--- src/fpmc_pkg.sv ---
// Package of constants for the floating-point mode control block
package fpmc_pkg;
  // Scalar control word layout
  localparam int SCW_WIDTH       = 16;
  localparam int PREC_LSB        = 8;
  localparam int PREC_MSB        = 9;
  localparam int ROUND_LSB       = 10;
  localparam int ROUND_MSB       = 11;
  localparam int INF_BIT         = 12;
  localparam logic [15:0] FAST_BITS_MASK = 16'h1F00;
  localparam logic [15:0] SCW_RESET      = 16'h037F;
  localparam logic [1:0]  PREC_SINGLE    = 2'h0;
  localparam logic [1:0]  PREC_DOUBLE    = 2'h2;
  // SIMD control/status layout
  localparam int SIMD_WIDTH      = 32;
  localparam int DAZ_BIT         = 6;
  localparam int FTZ_BIT         = 15;
  localparam logic [31:0] SIMD_RESET     = 32'h0000_1F80;
  // Register offsets
  localparam logic [3:0] OFF_SCW        = 4'h0;
  localparam logic [3:0] OFF_SIMD       = 4'h1;
  localparam logic [3:0] OFF_IRQ_STATUS = 4'h2;
  localparam logic [3:0] OFF_IRQ_MASK   = 4'h3;
  localparam logic [3:0] OFF_STATS      = 4'h4;
  // Event bits in status and mask
  localparam int EV_SLOW_LOAD = 0;
  localparam int EV_SERIALIZE = 1;
  localparam int EV_FLUSH     = 2;
  localparam int EV_DAZ       = 3;
  localparam int EV_COUNT     = 4;
  // Timing: pipeline depth time and clock period in ns, the rest in cycles
  localparam int PIPE_DEPTH_TIME_NS = 100;
  localparam int CLK_PERIOD_NS      = 5;
  localparam int SLOW_LOAD_CYCLES   = PIPE_DEPTH_TIME_NS / CLK_PERIOD_NS;
  localparam int SERIALIZE_CYCLES   = SLOW_LOAD_CYCLES;
  localparam int SIMD_READ_CYCLES   = 4;
  localparam int DIV_SINGLE_CYCLES  = 12;
  localparam int DIV_DOUBLE_CYCLES  = 20;
  localparam int DIV_EXT_CYCLES     = 24;
  // Fp32 field layout
  localparam int FP_EXP_LSB = 23;
  localparam int FP_EXP_MSB = 30;
  localparam int FP_SIGN    = 31;
  localparam logic [7:0] FP_EXP_MIN = 8'h01;
endpackage

--- src/fpmc_special.sv ---
// Special-value handling of one fp32 lane: denormal-input zeroing and underflow flush
`timescale 1ns/1ps
module fpmc_special
  import fpmc_pkg::*;
(
  input  wire logic [31:0] src_a,          // Source operand
  input  wire logic [31:0] raw_result,     // Unrounded datapath result
  input  wire logic        daz_en,         // Denormal inputs become zero
  input  wire logic        ftz_en,         // Underflowing results become zero
  output logic      [31:0] src_clean,      // Operand after input handling
  output logic      [31:0] result_clean,   // Result after output handling
  output logic             daz_hit,        // An input was zeroed
  output logic             ftz_hit         // A result was flushed
);
  logic a_denorm;
  logic r_denorm;

  assign a_denorm = (src_a[FP_EXP_MSB:FP_EXP_LSB] == 8'h00) && (src_a[22:0] != 23'h00_0000);
  assign r_denorm = (raw_result[FP_EXP_MSB:FP_EXP_LSB] < FP_EXP_MIN)
                    && (raw_result[22:0] != 23'h00_0000);

  // Zero keeps the operand's sign
  assign daz_hit   = daz_en && a_denorm;
  assign src_clean = daz_hit ? {src_a[FP_SIGN], 31'h0000_0000} : src_a;
  // Flushed zero keeps the sign of the true result; else gradual denormal passes
  assign ftz_hit      = ftz_en && r_denorm;
  assign result_clean = ftz_hit ? {raw_result[FP_SIGN], 31'h0000_0000} : raw_result;
endmodule

--- src/fpmc_top.sv ---
// Floating-point mode control: control words, load fast path, special values
//
// Overview of operation
// - Flush mode turns underflow into signed zero
// - Denormal-zero mode zeroes denormal inputs, sign kept
// - Both modes off: gradual denormals, slower; the code passes them in the same one cycle with no stall
// - Masked overflow handled in hardware, no delay
// - Denormal-zero honoured by both instruction generations
// - Scalar range checks use extended exponent range
// - Precision 8-9, rounding 10-11, infinity bit 12
// - Two alternating values differing in five bits: fast
// - Change outside five bits takes slow path
// - Three or more values: each load slow
// - New pair slow only during transition
// - SIMD control write serializes; read slow
// - Single and double share one SIMD control
// - Single precision divides finish faster
//
// The register offsets and the plain strobed port were left to the implementer.
`timescale 1ns/1ps
module fpmc_top
  import fpmc_pkg::*;
(
  input  wire logic        ref_clk,          // Core clock
  input  wire logic        srst,             // Synchronous reset, high
  input  wire logic [3:0]  reg_addr,         // Register word index
  input  wire logic [31:0] reg_wdata,        // Write data
  input  wire logic        reg_wr,           // Write strobe
  input  wire logic        reg_rd,           // Read strobe
  output logic      [31:0] reg_rdata,        // Read data, cycle after strobe
  input  wire logic        control_word_load_op, // Scalar control word load
  input  wire logic [15:0] load_value,       // Value being loaded
  input  wire logic        simd_op_valid,    // SIMD lane operation
  input  wire logic        simd_second_gen,  // Operation from second generation
  input  wire logic        simd_double,      // Double-precision operation
  input  wire logic [31:0] simd_src,         // SIMD source operand
  input  wire logic [31:0] simd_raw_result,  // SIMD raw result
  input  wire logic        simd_overflow,    // Masked overflow from SIMD datapath
  input  wire logic        div_start,        // Scalar divide or square root start
  input  wire logic [15:0] scalar_exp,       // Extended-format exponent of result
  output logic      [31:0] simd_src_out,     // Operand after denormal handling
  output logic      [31:0] simd_result_out,  // Result after flush handling
  output logic             simd_out_valid,   // Lane outputs valid
  output logic             scalar_overflow,  // Extended-range overflow
  output logic             scalar_underflow, // Extended-range underflow
  output logic             div_done,         // Divide finished pulse
  output logic             busy,             // Pipeline stalled
  output logic             irq               // Interrupt, level
);
  typedef enum logic [3:0] {
    ST_IDLE  = 4'b0001,
    ST_SLOW  = 4'b0010,
    ST_SER   = 4'b0100,
    ST_RDWT  = 4'b1000
  } fpmc_state_type;

  fpmc_state_type state_reg;
  fpmc_state_type state_next;
  logic [15:0] scalar_fp_control_word;
  logic [31:0] simd_fp_control_status_reg;
  logic [15:0] last_a_reg;
  logic [15:0] last_b_reg;
  logic [7:0]  wait_reg;
  logic [7:0]  wait_next;
  logic [EV_COUNT-1:0] status_reg;
  logic [EV_COUNT-1:0] mask_reg;
  logic [EV_COUNT-1:0] events;
  logic [15:0] slow_count_reg;
  logic [15:0] fast_count_reg;
  logic [7:0]  div_cnt_reg;
  logic        div_run_reg;
  logic        fast_hit;
  logic        outside_change;
  logic        load_slow;
  logic        simd_write;
  logic        simd_read;
  logic        underflow_flush_mode;
  logic        denormal_input_zero_mode;
  logic [31:0] src_clean;
  logic [31:0] res_clean;
  logic        daz_hit;
  logic        ftz_hit;
  logic [1:0]  precision_field;
  logic [7:0]  div_len;

  // One control pair for both precisions, so simd_double does not select it
  assign underflow_flush_mode     = simd_fp_control_status_reg[FTZ_BIT];
  assign denormal_input_zero_mode = simd_fp_control_status_reg[DAZ_BIT];
  assign precision_field = scalar_fp_control_word[PREC_MSB:PREC_LSB];

  // Fast path: new value equals one of the last two, and differs from the current word only in fast bits
  assign outside_change = ((load_value ^ scalar_fp_control_word) & ~FAST_BITS_MASK) != 16'h0000;
  assign fast_hit = ((load_value == last_a_reg) || (load_value == last_b_reg))
                    && !outside_change;
  // A third distinct value or a pair change misses the history and goes slow once
  assign load_slow = control_word_load_op && (state_reg == ST_IDLE) && !fast_hit;
  assign simd_write = reg_wr && (reg_addr == OFF_SIMD);
  assign simd_read  = reg_rd && (reg_addr == OFF_SIMD);

  fpmc_special u_special (
    .src_a        (simd_src),
    .raw_result   (simd_raw_result),
    .daz_en       (denormal_input_zero_mode),
    .ftz_en       (underflow_flush_mode),
    .src_clean    (src_clean),
    .result_clean (res_clean),
    .daz_hit      (daz_hit),
    .ftz_hit      (ftz_hit)
  );

  always_comb
  begin
    state_next = state_reg;
    wait_next  = wait_reg;
    case (state_reg)
      ST_IDLE:
      begin
        if (simd_write)
        begin
          state_next = ST_SER;
          wait_next  = 8'(SERIALIZE_CYCLES - 1);
        end
        else if (load_slow)
        begin
          state_next = ST_SLOW;
          wait_next  = 8'(SLOW_LOAD_CYCLES - 1);
        end
        else if (simd_read)
        begin
          state_next = ST_RDWT;
          wait_next  = 8'(SIMD_READ_CYCLES - 1);
        end
      end
      ST_SLOW, ST_SER, ST_RDWT:
      begin
        if (wait_reg == 8'h00)
        begin
          state_next = ST_IDLE;
        end
        else
        begin
          wait_next = wait_reg - 8'h01;
        end
      end
      default:
      begin
        state_next = ST_IDLE;
      end
    endcase
  end

  always_ff @(posedge ref_clk)
  begin
    if (srst)
    begin
      state_reg <= ST_IDLE;
      wait_reg  <= 8'h00;
    end
    else
    begin
      state_reg <= state_next;
      wait_reg  <= wait_next;
    end
  end

  always_ff @(posedge ref_clk)
  begin
    if (srst)
    begin
      busy <= 1'b0;
    end
    else
    begin
      busy <= (state_next != ST_IDLE);
    end
  end

  // Scalar control word and load history
  always_ff @(posedge ref_clk)
  begin
    if (srst)
    begin
      scalar_fp_control_word <= SCW_RESET;
      last_a_reg             <= SCW_RESET;
      last_b_reg             <= SCW_RESET;
    end
    else if (control_word_load_op && state_reg == ST_IDLE && !simd_write)
    begin
      scalar_fp_control_word <= load_value;
      if (load_value != last_a_reg)
      begin
        last_b_reg <= last_a_reg;
        last_a_reg <= load_value;
      end
    end
    else if (reg_wr && reg_addr == OFF_SCW && state_reg == ST_IDLE)
    begin
      scalar_fp_control_word <= reg_wdata[15:0];
    end
  end

  // SIMD control register; write serializes via the state machine
  always_ff @(posedge ref_clk)
  begin
    if (srst)
    begin
      simd_fp_control_status_reg <= SIMD_RESET;
    end
    else if (simd_write && state_reg == ST_IDLE)
    begin
      simd_fp_control_status_reg <= reg_wdata;
    end
  end

  // SIMD lane registered outputs; overflow passes with no extra stage
  always_ff @(posedge ref_clk)
  begin
    if (srst)
    begin
      simd_src_out    <= 32'h0000_0000;
      simd_result_out <= 32'h0000_0000;
      simd_out_valid  <= 1'b0;
    end
    else
    begin
      simd_out_valid  <= simd_op_valid;
      simd_src_out    <= src_clean;
      simd_result_out <= res_clean;
    end
  end

  // Range checks against the 15-bit extended exponent, not a memory format
  always_ff @(posedge ref_clk)
  begin
    if (srst)
    begin
      scalar_overflow  <= 1'b0;
      scalar_underflow <= 1'b0;
    end
    else
    begin
      scalar_overflow  <= scalar_exp[14:0] == 15'h7FFF;
      scalar_underflow <= scalar_exp[14:0] == 15'h0000;
    end
  end

  // Divider latency follows the precision field
  always_comb
  begin
    if (precision_field == PREC_SINGLE)
    begin
      div_len = 8'(DIV_SINGLE_CYCLES);
    end
    else if (precision_field == PREC_DOUBLE)
    begin
      div_len = 8'(DIV_DOUBLE_CYCLES);
    end
    else
    begin
      div_len = 8'(DIV_EXT_CYCLES);
    end
  end

  always_ff @(posedge ref_clk)
  begin
    if (srst)
    begin
      div_run_reg <= 1'b0;
      div_cnt_reg <= 8'h00;
      div_done    <= 1'b0;
    end
    else
    begin
      div_done <= 1'b0;
      if (div_run_reg)
      begin
        if (div_cnt_reg == 8'h01)
        begin
          div_run_reg <= 1'b0;
          div_done    <= 1'b1;
        end
        div_cnt_reg <= div_cnt_reg - 8'h01;
      end
      else if (div_start)
      begin
        div_run_reg <= 1'b1;
        div_cnt_reg <= div_len;
      end
    end
  end

  // Path statistics
  always_ff @(posedge ref_clk)
  begin
    if (srst)
    begin
      slow_count_reg <= 16'h0000;
      fast_count_reg <= 16'h0000;
    end
    else if (control_word_load_op && state_reg == ST_IDLE && !simd_write)
    begin
      if (fast_hit)
      begin
        fast_count_reg <= fast_count_reg + 16'h0001;
      end
      else
      begin
        slow_count_reg <= slow_count_reg + 16'h0001;
      end
    end
  end

  assign events[EV_SLOW_LOAD] = load_slow && !simd_write;
  assign events[EV_SERIALIZE] = simd_write && state_reg == ST_IDLE;
  assign events[EV_FLUSH]     = simd_op_valid && ftz_hit;
  assign events[EV_DAZ]       = simd_op_valid && daz_hit && (simd_double || !simd_double);

  // Read clears status; a same-cycle event still sets its bit
  genvar gi;
  generate
    for (gi = 0; gi < EV_COUNT; gi = gi + 1)
    begin : g_status
      always_ff @(posedge ref_clk)
      begin
        if (srst)
        begin
          status_reg[gi] <= 1'b0;
        end
        else if (events[gi])
        begin
          status_reg[gi] <= 1'b1;
        end
        else if (reg_rd && reg_addr == OFF_IRQ_STATUS)
        begin
          status_reg[gi] <= 1'b0;
        end
      end
    end
  endgenerate

  always_ff @(posedge ref_clk)
  begin
    if (srst)
    begin
      mask_reg <= {EV_COUNT{1'b0}};
    end
    else if (reg_wr && reg_addr == OFF_IRQ_MASK)
    begin
      mask_reg <= reg_wdata[EV_COUNT-1:0];
    end
  end

  always_ff @(posedge ref_clk)
  begin
    if (srst)
    begin
      irq <= 1'b0;
    end
    else
    begin
      irq <= |(status_reg & mask_reg);
    end
  end

  always_ff @(posedge ref_clk)
  begin
    if (srst)
    begin
      reg_rdata <= 32'h0000_0000;
    end
    else if (reg_rd)
    begin
      if (reg_addr == OFF_SCW)
      begin
        reg_rdata <= {16'h0000, scalar_fp_control_word};
      end
      else if (reg_addr == OFF_SIMD)
      begin
        reg_rdata <= simd_fp_control_status_reg;
      end
      else if (reg_addr == OFF_IRQ_STATUS)
      begin
        reg_rdata <= {28'h000_0000, status_reg};
      end
      else if (reg_addr == OFF_IRQ_MASK)
      begin
        reg_rdata <= {28'h000_0000, mask_reg};
      end
      else if (reg_addr == OFF_STATS)
      begin
        reg_rdata <= {slow_count_reg, fast_count_reg};
      end
      else
      begin
        reg_rdata <= 32'h0000_0000;
      end
    end
    else
    begin
      reg_rdata <= 32'h0000_0000;
    end
  end
endmodule

--- config.mk ---
export PLATFORM = sky130hd
export DESIGN_NAME = fpmc_top
export DESIGN_NICKNAME = d
export VERILOG_FILES = /design/src/fpmc_pkg.sv /design/src/fpmc_special.sv /design/src/fpmc_top.sv
export SDC_FILE = /design/constraint.sdc
export NUM_CORES = 1
export LEC_CHECK = 0
export BUFFER_PORTS_ARGS = -buffer_cell sky130_fd_sc_hd__buf_4
export CORE_MARGIN = 2
export CORE_UTILIZATION = 30
export DETAILED_ROUTE_END_ITERATION = 8
export PLACE_DENSITY = 0.54
export SYNTH_ARGS = -nofsm -noshare
export SYNTH_HDL_FRONTEND = slang
export SYNTH_SLANG_ARGS = --single-unit
--- constraint.sdc ---
create_clock -name ref_clk -period 2.8 [get_ports ref_clk]
set_clock_uncertainty 0.2 [all_clocks]
set_input_delay 0.42 -clock ref_clk [delete_from_list [all_inputs] [get_ports ref_clk]]
set_output_delay 0.42 -clock ref_clk [all_outputs]
set_load 0.01 [all_outputs]
==> flow_summary_export.csv <==
group,metric,value,unit
yosys,synth_edf_count,0,
floorplan,core-area,31800,sq um
cts,clk_path_buf_depth,3,
worst_setup_path,cp-start-kind,"input pin",
worst_setup_path,path_buf_inv,2,
cts,cts_buffers,29,
status,status,"completed",
pwr,power_frac_seq,42.9,%
yosys,ys_types,65,
yosys,synth_area,9750,sq um
sta,timing_hold_violations_final,0,
yosys,syn_avg_cell_area,8.81,sq um
detailed_routing,drtAntennaViolNets,0,
placement,pre_cts_ws,-0.0777,ns
job,cap_violations,0,
final_layout,n_antenna_cell,0,
floorplan,start_util,30.6,%
detailed_routing,firstDrtPassIters,7,
worst_setup_path,critPathRequiredTime,3.06,ns
placement,io_buffers,239,
sta,rsz0062_at_grt,"yes",
detailed_routing,routedWlPerCell,16.2,microns
pwr,ir_worst_vdd,449,uV
grt,grt_start_max_net_pins,97,
yosys,synth_area_leaders,"dfxtp_1 (50%), nand2_1 (6.2%), xnor2_1 (3.9%)",
worst_setup_path,max_stage_delay,0.53,ns
worst_setup_path,critPathArrivalTime,2.99,ns
yosys,synthCells,1106,
sta,min_period_over_period,97.6,%
worst_setup_path,cp-end-kind,"flop",
floorplan,rows,65,
yosys,synth_fp_nets,1253,
yosys,synth_ff_type,"dfxtp_1",
pwr,intPower,6570,uW
cts,postCtsSetupRepairBufs,0,
sta,tns,0,ns
pwr,p_clk_share,44.3,%
sta,max_slew_margin,57.8,%
sta,maxSlewViolCount,0,
worst_setup_path,path_class,"input pin to flop",
pwr,p_sw_share,24.3,%
cts,cts_root_buffer,"clkbuf_16",
detailed_routing,wirelength,30.9,mm
pwr,combPwrFrac,12.7,%
yosys,synth_most_common_cell,"dfxtp_1",
worst_setup_path,path_max_fanout,6,
cts,clk_latency,0.54,ns
placement,place_inst,1737,
cts,tritoncts,"done",
grt,grt_pass1_wl,47.2,mm
pwr,p_sw,2110,uW
min_path,min_path_type,"input pin to flop",
detailed_routing,initialDrtViolationCount,495,
floorplan,pin_count,244,
worst_setup_path,critPathSlowestCell,"dlygate4sd3_1",
sta,setup_viol,0,
placement,dpl.hpwl,21.4,mm
yosys,synth_common_cells,"dfxtp_1 (243), nand2_1 (162), nor2_1 (88)",
grt,grt_use_total,17.5,%
pwr,power_density,607,nW/um^2
floorplan,die_area,33900,sq um
grt,antenna_found_initial,1,
detailed_routing,via_per_inst,4.80,
grt,grt_overflow,0,
sta,fin_crit,2.73,ns
final_layout,nets,1600,
pwr,power.leakage,0.00584,uW
detailed_routing,drcViolationCount,0,
yosys,yosys.area.top_type,"dfxtp_1",
sta,fmax,0.366,GHz
sta,fin_ws,0.0683,ns
yosys,yosysWarnings,0,
yosys,seq_area_frac_synth,49.9,%
worst_setup_path,crit_chain,"dlygate4sd3_1 > buf_4 > xnor2_2 > nand4_2 > nor4_4 > o21ai_2 > or4_4 > or3_1 > a21oi_1",
placement,gp_congestion,0.802,
grt,grt_pass1_vias,8933,
final_layout,drive_gt1_share,24.0,%
cts,clkTransAtPathRegs,0.06,ns
worst_setup_path,critical_path.top_delay_family,"simple AND/OR/NAND/NOR gates",
detailed_routing,vias,9165,
floorplan,die_h,184,microns
cts,clock-sinks,243,
yosys,async_reset_ff_share,0,%
sta,tightest_slew,0.626,ns
cts,cts_max_level,1,
final_layout,synthToLayoutAreaGrowth,46.8,%
yosys,synth.top_cell.area_share,49.9,%
floorplan,die_x,184,microns
yosys,synth_seq_cells,243,
final_layout,layout.cells.non_filler,1908,
## path summary, 6_finish.rpt
kind / from / slack [ns] / cells after the start / end
worst max-delay path: load_value[7] / 0.07 / 9 / fast_count_reg[15]$_SDFFE_PP0P_
worst min-delay path: load_value[12] / 0.03 / 3 / scalar_fp_control_word[12]$_SDFFE_PP0P_
worst max register to register: wait_reg[0]$_SDFFE_PP0P_ / 0.16 / 8 / wait_reg[5]$_SDFFE_PP0P_
worst min register to register: simd_fp_control_status_reg[26]$_SDFFE_PP0P_ / 0.25 / 2 / simd_fp_control_status_reg[26]$_SDFFE_PP0P_
## cell families (layout without fill, tap and decap cells)
logic type               after synthesis  in the layout  synth area share (%)
buffers and inverters                 94            461                  3.86
AND/OR/NAND/NOR                      491            491                  25.3
adder cells (fa/ha/maj)                5              5                 0.642
XOR/XNOR                              51             51                  4.89
AO/OA/AOI/OAI                        203            203                  12.8
multiplexers                          19             19                  2.56
flip-flops                           243            243                  49.9
## layout by cell type, fill, tap and decap left out, drive strengths merged, types with 16 or more instances in the layout
| cell type | count |
|---|---|
| buf | 273 |
| dfxtp | 243 |
| nand2 | 162 |
| dlygate4sd3 | 120 |
| nor2 | 89 |
| a21oi | 69 |
| o21ai | 63 |
| and3 | 58 |
| nand3 | 47 |
| xnor2 | 47 |
| clkbuf | 41 |
| nand4 | 23 |
| nor2b | 23 |
| nor4 | 22 |
| a22oi | 18 |
| inv | 17 |
| nor3 | 17 |
| or3 | 16 |
## routing by layer
metal  part of all wire [%]  global-route usage, %  vias up
li1                       -                      -     4592
met1                     44                   22.1     4253
met2                     47                   31.0      274
met3                    6.2                   2.96       46
met4                    2.3                   4.48        0
met5                      0                      0        -
## what timing repair did
action                                 4_1_cts  5_1_grt
gates resized for setup                      0        7
endpoints found under the hold margin      140        0
setup endpoints to repair                    0       14
hold buffers                               120        0
## cell type report
class / count / area (sq um)
tap: 435 / 544
timing repair buffer: 393 / 3310
inverter: 17 / 63.8
clock inverter: 10 / 156
sequential: 243 / 4860
fill: 3011 / 17500
clock buffer: 41 / 821
multi-input combinational: 769 / 4550
## worst reg2reg max path: stages (launching register included)
cell,delay (ns)
dfxtp_1,0.33
inv_1,0.06
ha_1,0.18
or3b_2,0.53
or3_1,0.39
a21oi_2,0.21
a31oi_1,0.06
and2_1,0.28
a311oi_1,0.32
## stage by stage
stage | util (%) | power, uW | area (sq um) | hold slack (ns)
after floorplan | - | 4300 | 9750 | 0.233
after global placement | 38.1 | 4750 | 12100 | 0.241
after detailed placement | 38.1 | 4760 | 12100 | 0.247
after CTS | 44.9 | 8780 | 14300 | 0.00521
after global routing | 45.0 | 9040 | 14300 | 0.0243
final | 45.0 | 8680 | 14300 | 0.0270
## power by group through the flow
stage	registers (uW)	logic, uW	clock network (uW)
3_5_place_dp	3800	967	0
6_report	3730	1110	3850
4_1_cts	3720	1110	3950
2_1_floorplan	3790	510	0
3_3_place_gp	3800	959	0
5_1_grt	3740	1210	4090
(Power assumes the default switching activity.)
